**src/hw/aso_pkg.sv**
```systemverilog
package aso_pkg;

	// ----------------------------------------------------------------
	// Register addresses on the serial control port
	// ----------------------------------------------------------------
	localparam int ADDR_W = 13;
	localparam logic [12:0] ADDR_CLOCK_PHASE = 13'h016;
	localparam logic [12:0] ADDR_SERIAL_CTRL = 13'h021;
	localparam logic [12:0] ADDR_TRANSFER = 13'h0ff;
	localparam logic [12:0] ADDR_OVERRIDE = 13'h100;
	localparam logic [12:0] ADDR_IO_PULLDOWN = 13'h101;
	localparam logic [12:0] ADDR_IO_COMMON_MODE = 13'h102;

	// ----------------------------------------------------------------
	// Reset values
	// ----------------------------------------------------------------
	localparam logic [7:0] RST_CLOCK_PHASE = 8'h03;
	localparam logic [7:0] RST_SERIAL_CTRL = 8'h32;
	localparam logic [7:0] RST_OVERRIDE = 8'h00;
	localparam logic [7:0] RST_IO_PULLDOWN = 8'h00;
	localparam logic [7:0] RST_IO_COMMON_MODE = 8'h00;

	// ----------------------------------------------------------------
	// Field positions
	// ----------------------------------------------------------------
	localparam int IN_PHASE_LSB = 4;
	localparam int IN_PHASE_MSB = 6;
	localparam int OUT_PHASE_LSB = 0;
	localparam int OUT_PHASE_MSB = 3;
	localparam logic [3:0] OUT_PHASE_MAX = 4'hb;
	localparam int WIDTH_LSB = 0;
	localparam int WIDTH_MSB = 1;
	localparam logic [1:0] WIDTH_CODE_12 = 2'h2;
	localparam logic [1:0] WIDTH_CODE_10 = 2'h3;
	localparam int FRAME_2X_BIT = 2;
	localparam int BYTEWISE_BIT = 4;
	localparam int DDR_BIT = 5;
	localparam int ONE_LANE_BIT = 6;
	localparam logic [7:0] SERIAL_CTRL_MASK = 8'h77;
	localparam int OVR_ENABLE_BIT = 6;
	localparam int OVR_RES_LSB = 4;
	localparam int OVR_RES_MSB = 5;
	localparam int OVR_RATE_LSB = 0;
	localparam int OVR_RATE_MSB = 2;
	localparam logic [7:0] OVERRIDE_MASK = 8'h77;
	localparam int TRANSFER_BIT = 0;
	localparam int PULLDOWN_OFF_BIT = 0;
	localparam int CM_POWERDOWN_BIT = 3;

	// ----------------------------------------------------------------
	// Serial control port framing
	// ----------------------------------------------------------------
	localparam logic [4:0] INSTR_LAST_BIT = 5'd15;
	localparam logic [4:0] DATA_LAST_BIT = 5'd7;
	// Pin order in the synchroniser: {sclk, csb, sdio}
	localparam logic [2:0] PIN_RESET = 3'h2;

	// ----------------------------------------------------------------
	// Serial output timing, in clk_i cycles
	// ----------------------------------------------------------------
	localparam logic [2:0] SLOT_LAST = 3'd5;
	localparam logic [2:0] SDR_HIGH_SLOTS = 3'd3;
	localparam logic [4:0] STEP_DDR = 5'd2;
	localparam logic [4:0] STEP_SDR = 5'd1;
	localparam int DCO_LINE = 22;
	localparam logic [3:0] SLOTS_12_TWO = 4'd6;
	localparam logic [3:0] SLOTS_10_TWO = 4'd5;
	localparam logic [3:0] SLOTS_12_ONE = 4'd12;
	localparam logic [3:0] SLOTS_10_ONE = 4'd10;

	typedef enum logic {SP_INSTR, SP_DATA} aso_spi_e;

endpackage

```
**src/hw/aso_serial_out.sv**
```systemverilog
`timescale 1ns/1ps

// What this block does
// - With a divider ratio above zero and an input phase no higher than the ratio, the sampling strobe fires once every ratio+1 input clocks.
// - The input phase field delays the strobe by its value in input clocks, reset value 000.
// - The input phase field only matters while the divider is in use.
// - The output clock phase field shifts the data clock by 60 degrees per code, up to code 1011.
// - The output clock phase resets to code 0011, 180 degrees from the data edges.
// - Serialization bits 1:0 choose 12-bit (10) or 10-bit (11) words.
// - In two-lane modes bit 5 picks DDR or SDR and bit 4 picks bytewise or bitwise splitting.
// - Bit 2 picks the double-length frame, and bit 6 with bit 5 clear picks one-lane DDR.
// - The serialization register resets to 0x32.
// - The override register lets software lower resolution and rate capability.
// - Override values only take effect when 1 is written to transfer bit 0.
// - The override never changes the actual sampling rate.
// - Setting bit 0 at 0x101 disables the data pin pull-down.
// - Setting bit 3 at 0x102 powers down the common-mode generator.
// - All registers but the override take effect as soon as written.
module aso_serial_out import aso_pkg::*; (
	input wire logic clk_i,
	input wire logic rst_n_i,
	input wire logic spi_sclk_i,
	input wire logic spi_csb_i,
	input wire logic spi_sdio_i,
	output logic spi_sdio_o,
	output logic spi_sdio_oe_o,
	input wire logic [2:0] clock_divide_ratio_i,
	input wire logic [11:0] sample_data_i,
	input wire logic sample_valid_i,
	output logic sample_ready_o,
	output logic sample_strobe_o,
	input wire logic rx_ready_i,
	output logic lane_zero_pair_o,
	output logic lane_one_pair_o,
	output logic frame_o,
	output logic data_clock_output_o,
	output logic override_enable_o,
	output logic [1:0] override_resolution_o,
	output logic [2:0] override_rate_o,
	output logic sdio_pulldown_enable_o,
	output logic common_mode_generator_powerdown_o
);

	// ----------------------------------------------------------------
	// Pin synchronisers
	// ----------------------------------------------------------------
	logic [2:0] pin_s1, pin_s2, pin_s3, pin_q, pin_prev;
	logic sclk_q, csb_q, sdio_q, sclk_rise, sclk_fall;

	always_ff @(posedge clk_i or negedge rst_n_i) begin
		if (!rst_n_i) begin
			pin_s1 <= PIN_RESET;
			pin_s2 <= PIN_RESET;
			pin_s3 <= PIN_RESET;
			pin_q <= PIN_RESET;
			pin_prev <= PIN_RESET;
		end else begin
			pin_s1 <= {spi_sclk_i, spi_csb_i, spi_sdio_i};
			pin_s2 <= pin_s1;
			pin_s3 <= pin_s2;
			// A change only counts once the second and third stage agree
			pin_q <= ((pin_s2 ~^ pin_s3) & pin_s3) | ((pin_s2 ^ pin_s3) & pin_q);
			pin_prev <= pin_q;
		end
	end

	assign sclk_q = pin_q[2];
	assign csb_q = pin_q[1];
	assign sdio_q = pin_q[0];
	assign sclk_rise = sclk_q & ~pin_prev[2] & ~csb_q;
	assign sclk_fall = ~sclk_q & pin_prev[2] & ~csb_q;

	// ----------------------------------------------------------------
	// Serial control port: 16-bit instruction, then data bytes
	// ----------------------------------------------------------------
	aso_spi_e spi_state;
	logic [4:0] bit_cnt;
	logic [14:0] instr_sr;
	logic [6:0] wdata_sr;
	logic [7:0] rdata_sr, rd_value;
	logic [12:0] addr;
	logic is_read, wr_stb;
	logic [12:0] wr_addr;
	logic [7:0] wr_data;

	always_ff @(posedge clk_i or negedge rst_n_i) begin
		if (!rst_n_i) begin
			spi_state <= SP_INSTR;
			bit_cnt <= 5'd0;
			instr_sr <= '0;
			wdata_sr <= '0;
			addr <= '0;
			is_read <= 1'b0;
			wr_stb <= 1'b0;
			wr_addr <= '0;
			wr_data <= '0;
		end else begin
			wr_stb <= 1'b0;
			if (csb_q) begin
				spi_state <= SP_INSTR;
				bit_cnt <= 5'd0;
			end else if (sclk_rise) begin
				case (spi_state)
					SP_INSTR: begin
						instr_sr <= {instr_sr[13:0], sdio_q};
						bit_cnt <= bit_cnt + 5'd1;
						if (bit_cnt == INSTR_LAST_BIT) begin
							spi_state <= SP_DATA;
							bit_cnt <= 5'd0;
							is_read <= instr_sr[14];
							addr <= {instr_sr[11:0], sdio_q};
						end
					end
					SP_DATA: begin
						wdata_sr <= {wdata_sr[5:0], sdio_q};
						bit_cnt <= bit_cnt + 5'd1;
						if (bit_cnt == DATA_LAST_BIT) begin
							// Streaming: each further byte goes to the next address
							bit_cnt <= 5'd0;
							addr <= addr + 13'd1;
							wr_stb <= ~is_read;
							wr_addr <= addr;
							wr_data <= {wdata_sr, sdio_q};
						end
					end
					default: begin
						spi_state <= SP_INSTR;
					end
				endcase
			end
		end
	end

	// Read data leaves on falling sclk edges, MSB first
	always_ff @(posedge clk_i or negedge rst_n_i) begin
		if (!rst_n_i) begin
			rdata_sr <= '0;
		end else if (sclk_fall && spi_state == SP_DATA && is_read) begin
			if (bit_cnt == 5'd0) begin
				rdata_sr <= rd_value;
			end else begin
				rdata_sr <= {rdata_sr[6:0], 1'b0};
			end
		end
	end

	assign spi_sdio_o = rdata_sr[7];
	assign spi_sdio_oe_o = ~csb_q & is_read & (spi_state == SP_DATA);

	// ----------------------------------------------------------------
	// Register bank
	// ----------------------------------------------------------------
	logic [7:0] clock_phase_adjust, serialization_control;
	logic [7:0] override_shadow, override_active;
	logic [7:0] io_control_pulldown, io_control_common_mode;

	always_ff @(posedge clk_i or negedge rst_n_i) begin
		if (!rst_n_i) begin
			clock_phase_adjust <= RST_CLOCK_PHASE;
			serialization_control <= RST_SERIAL_CTRL;
			io_control_pulldown <= RST_IO_PULLDOWN;
			io_control_common_mode <= RST_IO_COMMON_MODE;
		end else if (wr_stb) begin
			// Applied on the write itself, no transfer needed
			case (wr_addr)
				ADDR_CLOCK_PHASE: clock_phase_adjust <= {1'b0, wr_data[6:0]};
				ADDR_SERIAL_CTRL: serialization_control <= wr_data & SERIAL_CTRL_MASK;
				ADDR_IO_PULLDOWN: io_control_pulldown <= {7'h00, wr_data[PULLDOWN_OFF_BIT]};
				ADDR_IO_COMMON_MODE: begin
					io_control_common_mode <= {4'h0, wr_data[CM_POWERDOWN_BIT], 3'h0};
				end
				default: begin
				end
			endcase
		end
	end

	// Override is double buffered so rate and resolution switch in one step
	always_ff @(posedge clk_i or negedge rst_n_i) begin
		if (!rst_n_i) begin
			override_shadow <= RST_OVERRIDE;
			override_active <= RST_OVERRIDE;
		end else if (wr_stb) begin
			if (wr_addr == ADDR_OVERRIDE) begin
				override_shadow <= wr_data & OVERRIDE_MASK;
			end
			if (wr_addr == ADDR_TRANSFER && wr_data[TRANSFER_BIT]) begin
				override_active <= override_shadow;
			end
		end
	end

	always_comb begin
		case (addr)
			ADDR_CLOCK_PHASE: rd_value = clock_phase_adjust;
			ADDR_SERIAL_CTRL: rd_value = serialization_control;
			ADDR_OVERRIDE: rd_value = override_shadow;
			ADDR_IO_PULLDOWN: rd_value = io_control_pulldown;
			ADDR_IO_COMMON_MODE: rd_value = io_control_common_mode;
			default: rd_value = 8'h00;
		endcase
	end

	// Capability only; the sampling strobe below never looks at these
	assign override_enable_o = override_active[OVR_ENABLE_BIT];
	assign override_resolution_o = override_active[OVR_RES_MSB:OVR_RES_LSB];
	assign override_rate_o = override_active[OVR_RATE_MSB:OVR_RATE_LSB];
	assign sdio_pulldown_enable_o = ~io_control_pulldown[PULLDOWN_OFF_BIT];
	assign common_mode_generator_powerdown_o = io_control_common_mode[CM_POWERDOWN_BIT];

	// ----------------------------------------------------------------
	// Sampling clock divider
	// ----------------------------------------------------------------
	logic [2:0] div_cnt, in_phase;

	assign in_phase = clock_phase_adjust[IN_PHASE_MSB:IN_PHASE_LSB];

	always_ff @(posedge clk_i or negedge rst_n_i) begin
		if (!rst_n_i) begin
			div_cnt <= 3'd0;
		end else if (div_cnt >= clock_divide_ratio_i) begin
			div_cnt <= 3'd0;
		end else begin
			div_cnt <= div_cnt + 3'd1;
		end
	end

	// With a nonzero ratio, a phase above the ratio would never match and stall sampling
	assign sample_strobe_o = (clock_divide_ratio_i == 3'd0) ? 1'b1 :
		(div_cnt == in_phase);

	// ----------------------------------------------------------------
	// Two-entry buffer between sampling and serializer
	// ----------------------------------------------------------------
	logic [11:0] buf_mem [0:1];
	logic buf_wr_ptr, buf_rd_ptr, buf_push, buf_pop;
	logic [1:0] buf_count;

	assign sample_ready_o = (buf_count != 2'd2);
	assign buf_push = sample_valid_i & sample_strobe_o & sample_ready_o;

	always_ff @(posedge clk_i or negedge rst_n_i) begin
		if (!rst_n_i) begin
			buf_wr_ptr <= 1'b0;
			buf_rd_ptr <= 1'b0;
			buf_count <= 2'd0;
			buf_mem[0] <= '0;
			buf_mem[1] <= '0;
		end else begin
			if (buf_push) begin
				buf_mem[buf_wr_ptr] <= sample_data_i;
				buf_wr_ptr <= ~buf_wr_ptr;
			end
			if (buf_pop) begin
				buf_rd_ptr <= ~buf_rd_ptr;
			end
			buf_count <= buf_count + {1'b0, buf_push} - {1'b0, buf_pop};
		end
	end

	// ----------------------------------------------------------------
	// Serializer mode decode
	// ----------------------------------------------------------------
	logic w12, one_lane, ddr, bytewise, frame2x;
	logic [3:0] slots;

	assign w12 = serialization_control[WIDTH_MSB:WIDTH_LSB] != WIDTH_CODE_10;
	assign one_lane = serialization_control[ONE_LANE_BIT] & ~serialization_control[DDR_BIT];
	assign ddr = serialization_control[DDR_BIT] | one_lane;
	assign bytewise = serialization_control[BYTEWISE_BIT];
	assign frame2x = serialization_control[FRAME_2X_BIT];
	assign slots = one_lane ? (w12 ? SLOTS_12_ONE : SLOTS_10_ONE) :
		(w12 ? SLOTS_12_TWO : SLOTS_10_TWO);

	// ----------------------------------------------------------------
	// Serializer: one bit per lane per slot of six cycles
	// ----------------------------------------------------------------
	logic [2:0] slot_cnt;
	logic [3:0] slot_idx, idx0, idx1;
	logic [11:0] word_msb, load_word;
	logic active, pair_first, slot_end;
	logic lane0_q, lane1_q, frame_q;

	assign slot_end = (slot_cnt == SLOT_LAST);
	assign buf_pop = slot_end & (~active | (slot_idx == slots - 4'd1)) &
		(buf_count != 2'd0) & rx_ready_i;

	// Stored bit-reversed so index 0 is the MSB; 10-bit drops the two LSBs
	always_comb begin
		load_word = '0;
		for (int i = 0; i < 12; i++) begin
			load_word[i] = buf_mem[buf_rd_ptr][11 - i];
		end
		if (!w12) begin
			load_word[11:10] = 2'b00;
		end
	end

	always_ff @(posedge clk_i or negedge rst_n_i) begin
		if (!rst_n_i) begin
			slot_cnt <= 3'd0;
			slot_idx <= 4'd0;
			active <= 1'b0;
			pair_first <= 1'b0;
			word_msb <= '0;
		end else begin
			slot_cnt <= slot_end ? 3'd0 : slot_cnt + 3'd1;
			if (slot_end) begin
				if (active && slot_idx != slots - 4'd1) begin
					slot_idx <= slot_idx + 4'd1;
				end else if (buf_pop) begin
					word_msb <= load_word;
					slot_idx <= 4'd0;
					active <= 1'b1;
					pair_first <= ~pair_first | ~frame2x;
				end else begin
					// Receiver stall or no data: the word waits in the buffer
					active <= 1'b0;
					slot_idx <= 4'd0;
				end
			end
		end
	end

	assign idx0 = (!one_lane && !bytewise) ? {slot_idx[2:0], 1'b0} : slot_idx;
	assign idx1 = bytewise ? slot_idx + slots : {slot_idx[2:0], 1'b1};

	always_ff @(posedge clk_i or negedge rst_n_i) begin
		if (!rst_n_i) begin
			lane0_q <= 1'b0;
			lane1_q <= 1'b0;
			frame_q <= 1'b0;
			lane_zero_pair_o <= 1'b0;
			lane_one_pair_o <= 1'b0;
			frame_o <= 1'b0;
		end else begin
			if (slot_cnt == 3'd0) begin
				lane0_q <= active & word_msb[idx0];
				lane1_q <= active & ~one_lane & word_msb[idx1];
				frame_q <= active & (frame2x ? pair_first : (slot_idx < {1'b0, slots[3:1]}));
			end
			// Extra stage matches the registered clock tap below
			lane_zero_pair_o <= lane0_q;
			lane_one_pair_o <= lane1_q;
			frame_o <= frame_q;
		end
	end

	// ----------------------------------------------------------------
	// Data clock output with programmable phase
	// ----------------------------------------------------------------
	logic dco_ref;
	logic [DCO_LINE-1:0] dco_line;
	logic [3:0] out_phase;
	logic [4:0] tap;

	assign out_phase = (clock_phase_adjust[OUT_PHASE_MSB:OUT_PHASE_LSB] > OUT_PHASE_MAX) ?
		OUT_PHASE_MAX : clock_phase_adjust[OUT_PHASE_MSB:OUT_PHASE_LSB];
	// DDR period is two slots, SDR one, so 60 degrees is two or one cycle
	assign tap = 5'(out_phase * (ddr ? STEP_DDR : STEP_SDR));

	always_ff @(posedge clk_i or negedge rst_n_i) begin
		if (!rst_n_i) begin
			dco_ref <= 1'b0;
			dco_line <= '0;
			data_clock_output_o <= 1'b0;
		end else begin
			if (ddr) begin
				dco_ref <= (slot_cnt == 3'd0) ? ~dco_ref : dco_ref;
			end else begin
				dco_ref <= slot_cnt < SDR_HIGH_SLOTS;
			end
			dco_line <= {dco_line[DCO_LINE-2:0], dco_ref};
			data_clock_output_o <= (tap == 5'd0) ? dco_ref : dco_line[tap - 5'd1];
		end
	end

endmodule

```
**config.mk**
```make
export PLATFORM = sky130hd
export DESIGN_NAME = aso_serial_out
export DESIGN_NICKNAME = d
export VERILOG_FILES = /design/src/hw/aso_pkg.sv /design/src/hw/aso_serial_out.sv
export SDC_FILE = /design/constraint.sdc
export NUM_CORES = 1
export LEC_CHECK = 0
export BUFFER_PORTS_ARGS = -buffer_cell sky130_fd_sc_hd__buf_2
export CORE_UTILIZATION = 40
export CTS_BUF_LIST = sky130_fd_sc_hd__clkbuf_4 sky130_fd_sc_hd__clkbuf_8
export CTS_CLUSTER_SIZE = 25
export DETAILED_ROUTE_END_ITERATION = 8
export GPL_TIMING_DRIVEN = 0
export PLACE_DENSITY = 0.61
export REMOVE_ABC_BUFFERS = 1
export SLEW_MARGIN = 20
export SYNTH_ARGS = -nofsm -noshare
export SYNTH_HDL_FRONTEND = slang
export SYNTH_SLANG_ARGS = --single-unit
export TNS_END_PERCENT = 10
```
**constraint.sdc**
```tcl
create_clock -name clk_i -period 5.2 [get_ports clk_i]
set_input_delay 0.52 -clock clk_i [delete_from_list [all_inputs] [get_ports clk_i]]
set_output_delay 0.52 -clock clk_i [all_outputs]
set_load 0.1 [all_outputs]
```
==> impl_metrics.json <==
{
  "status": "completed",
  "synth_seq_cells": 192,
  "firstDrtPassIters": 6,
  "grt_usage_pct": 16.07,
  "tightest_slew_ns": 0.9917,
  "area_growth_pct": 10.27,
  "yosysSeqAreaShare_pct": 54.05,
  "synth_area_per_cell_sq_um": 11.90,
  "cts_resized": 0,
  "post-route-util_pct": 45.02,
  "maxSlewViolCount": 0,
  "cp-start-kind": "register",
  "grt_pass1_vias": 5399,
  "max_clock_freq_mhz": 268.2,
  "ys_async_sr_fraction_pct": 100.0,
  "max-cap-violations": 0,
  "start_util_pct": 40.83,
  "postCtsSetupRepairBufs": 0,
  "critPathKind": "register to register",
  "hold_class": "input pin to asynchronous set/reset pin",
  "cts_root_buf": "clkbuf_8",
  "layout.nets": 822,
  "synth_top_area_share_pct": 51.40,
  "n_antenna_cell": 0,
  "ctsHoldBuffers": 0,
  "dominantRegCellSynth": "dfrtp_1",
  "num_vias": 5648,
  "rsz0062_at_grt": "no",
  "fin_crit_sh_pct": 71.70,
  "final_antenna_net_count": 0,
  "grt_start_max_net_pins": 98,
  "seq_area_sq_um": 4816,
  "rrSetupSlack_ns": 1.47,
  "ir_worst_vdd_v": 0.0001670,
  "die_y_um": 151.2,
  "multi_input_area_sq_um": 3842,
  "htree_levels": 4,
  "hold_violations": 0,
  "finalCriticalPeriod_ns": 3.728,
  "final_cell_mix": "dfrtp_1 (183), mux2_2 (89), o21ai_0 (59), nand2_1 (57), buf_2 (36)",
  "max-slew-margin-rel_pct": 33.85,
  "io-pin-count": 38,
  "critPathRequiredTime_ns": 5.57,
  "ys_types": 67,
  "clk_latency_ns": 0.48,
  "syn_area_sq_um": 8910,
  "ys.warnings.count": 0,
  "worst-path-max-fanout": 11,
  "synth_edf_count": 0,
  "crit_path_end_kind": "register",
  "synth_area_leaders": "dfrtp_1 (51%), mux2_2 (11%), ha_1 (3.7%)",
  "grt_pass1_wl_um": 28340,
  "leakagePower_nw": 4.516,
  "syn-instance-count": 749,
  "reg2reg_depth": 12,
  "cp-startpoint": "serialization_control[6]$_DFFE_PN0P_",
  "fill_cells": 2010,
  "arrival_ns": 4.09,
  "drive_gt1_share_pct": 25.70,
  "cts_tree": "done",
  "portBuffers": 37,
  "r2r_start": "serialization_control[6]$_DFFE_PN0P_",
  "power_density_nw_per_um2": 374.4,
  "setup_viol": 0,
  "synth_area_leader_cell": "dfrtp_1",
  "dpl.hpwl_um": 11670,
  "antenna_found_initial": 0,
  "drt-total-wl_um": 16930,
  "clkTransAtPathRegs_ns": 0.10,
  "overflow": 0,
  "die_area_sq_um": 22880,
  "clock_path_buffers": 2,
  "rows": 54,
  "tritoncts.num_buffers": 17,
  "first_iter_violations": 259,
  "rr_endpoint": "lane1_q$_DFFE_PN0P_",
  "final_common_cell": "dfrtp_1",
  "finClkSkew_ns": 0.01832,
  "fp.dieW_um": 151.2,
  "core_region_area_sq_um": 21820,
  "globalplace.congestion": 0.7885,
  "via_per_inst": 5.298,
  "route.detailed.drc": 0,
  "fin_setup_tns_ns": 0,
  "wl_per_cell_um": 15.88,
  "cts.sinks": 192
}
synth_stat cells (5+ instances only):
cell type and n:
a21o_1 8, a21oi_1 19, a222oi_1 5, and2_1 5, and3_1 10, buf_2 10
clkbuf_1 25, dfrtp_1 183, dfstp_2 9, ha_1 26, inv_1 29, mux2_2 89
mux2_4 7, mux2i_1 29, mux4_2 6, nand2_1 57, nand2b_1 6, nand3_1 20
nand3b_1 5, nor2_1 29, nor2b_1 6, nor3_1 9, nor4_1 6, o211ai_1 5
o21ai_0 59, o22ai_1 10, o31ai_1 6, xnor2_1 10
where the power goes:
group	leakage (nW)	total, mW	switching [mW]	internal, mW
clock	0.216	1.05	0.568	0.480
sequential	2.48	1.93	0.199	1.73
combinational	1.82	0.704	0.366	0.338
total	4.52	3.68	1.13	2.55
per-stage QoR:
step,hold slack [ns],power [mW],worst slack (ns),area (sq um),cells
final,0.01554,3.679,1.472,9824,1066
after global routing,0.03939,3.901,1.227,9824,1066
after CTS,0.03923,3.734,1.476,9824,1066
after detailed placement,0.3411,2.676,1.494,9390,1034
after global placement,0.3335,2.646,0.4041,9290,1030
after floorplan,0.2244,2.465,0.7847,8755,713
flip-flops by register name, summed over array words and instances, names as in the netlist, 6 cells and up:
| name | flops |
|---|---|
| wdata_sr | 6 |
| instr_sr | 15 |
| word_msb | 12 |
| addr | 13 |
| override_shadow | 6 |
| wr_data | 7 |
| override_active | 6 |
| buf_mem | 24 |
| dco_line | 22 |
| serialization_control | 6 |
| wr_addr | 13 |
| clock_phase_adjust | 7 |
| rdata_sr | 8 |
layer usage:
layer | GRT usage (%) | wire (um) | vias to the layer above | share of wire (%)
met5 | 0 | 0 | - | 0
met4 | 5.850 | 252 | 0 | 1.5
met3 | 3.464 | 446 | 16 | 2.6
met2 | 24.18 | 7688 | 64 | 45
met1 | 22.68 | 8537 | 2809 | 50
li1 | - | - | 2759 | -
worst max path at each step:
stage                               to  depth (start not counted)
6_report           lane1_q$_DFFE_PN0P_                         12
5_1_grt            lane1_q$_DFFE_PN0P_                         12
4_1_cts            lane1_q$_DFFE_PN0P_                         12
3_5_place_dp       lane1_q$_DFFE_PN0P_                         12
3_3_place_gp   buf_mem[10]$_DFFE_PN0P_                          1
2_1_floorplan  buf_mem[12]$_DFFE_PN0P_                          4
cell type report:
type / instances / share of cell area, %
clock buffer: 20 / 2.738
clock inverter: 12 / 1.681
inverter: 29 / 1.108
multi-input combinational: 492 / 39.11
sequential: 192 / 49.02
tap: 280 / 3.566
timing repair buffer: 41 / 2.776
logic make-up (layout without fill, tap and decap cells):
| logic type | after synthesis | in the layout | share of synthesized area (%) |
|---|---|---|---|
| adders and majority gates | 27 | 27 | 3.876 |
| DFF | 192 | 192 | 54.05 |
| xor gates and xnor gates | 13 | 13 | 1.278 |
| buffers and inverters | 65 | 102 | 2.963 |
| muxes | 131 | 131 | 17.20 |
| AOI/OAI and AO/OA | 142 | 142 | 10.18 |
| and+or+nand+nor | 179 | 179 | 10.45 |
worst max-delay path: stages, from the launching register on:
cell,delay [ns]
dfrtp_1,0.55
nor2b_1,0.64
inv_1,0.16
ha_1,0.23
ha_1,0.21
inv_1,0.08
fa_1,0.49
and2_1,0.22
nor2_1,0.14
mux4_2,0.53
nand2_1,0.08
mux2i_1,0.08
a22o_1,0.20
Note: power is estimated with default switching activity, not from simulation.
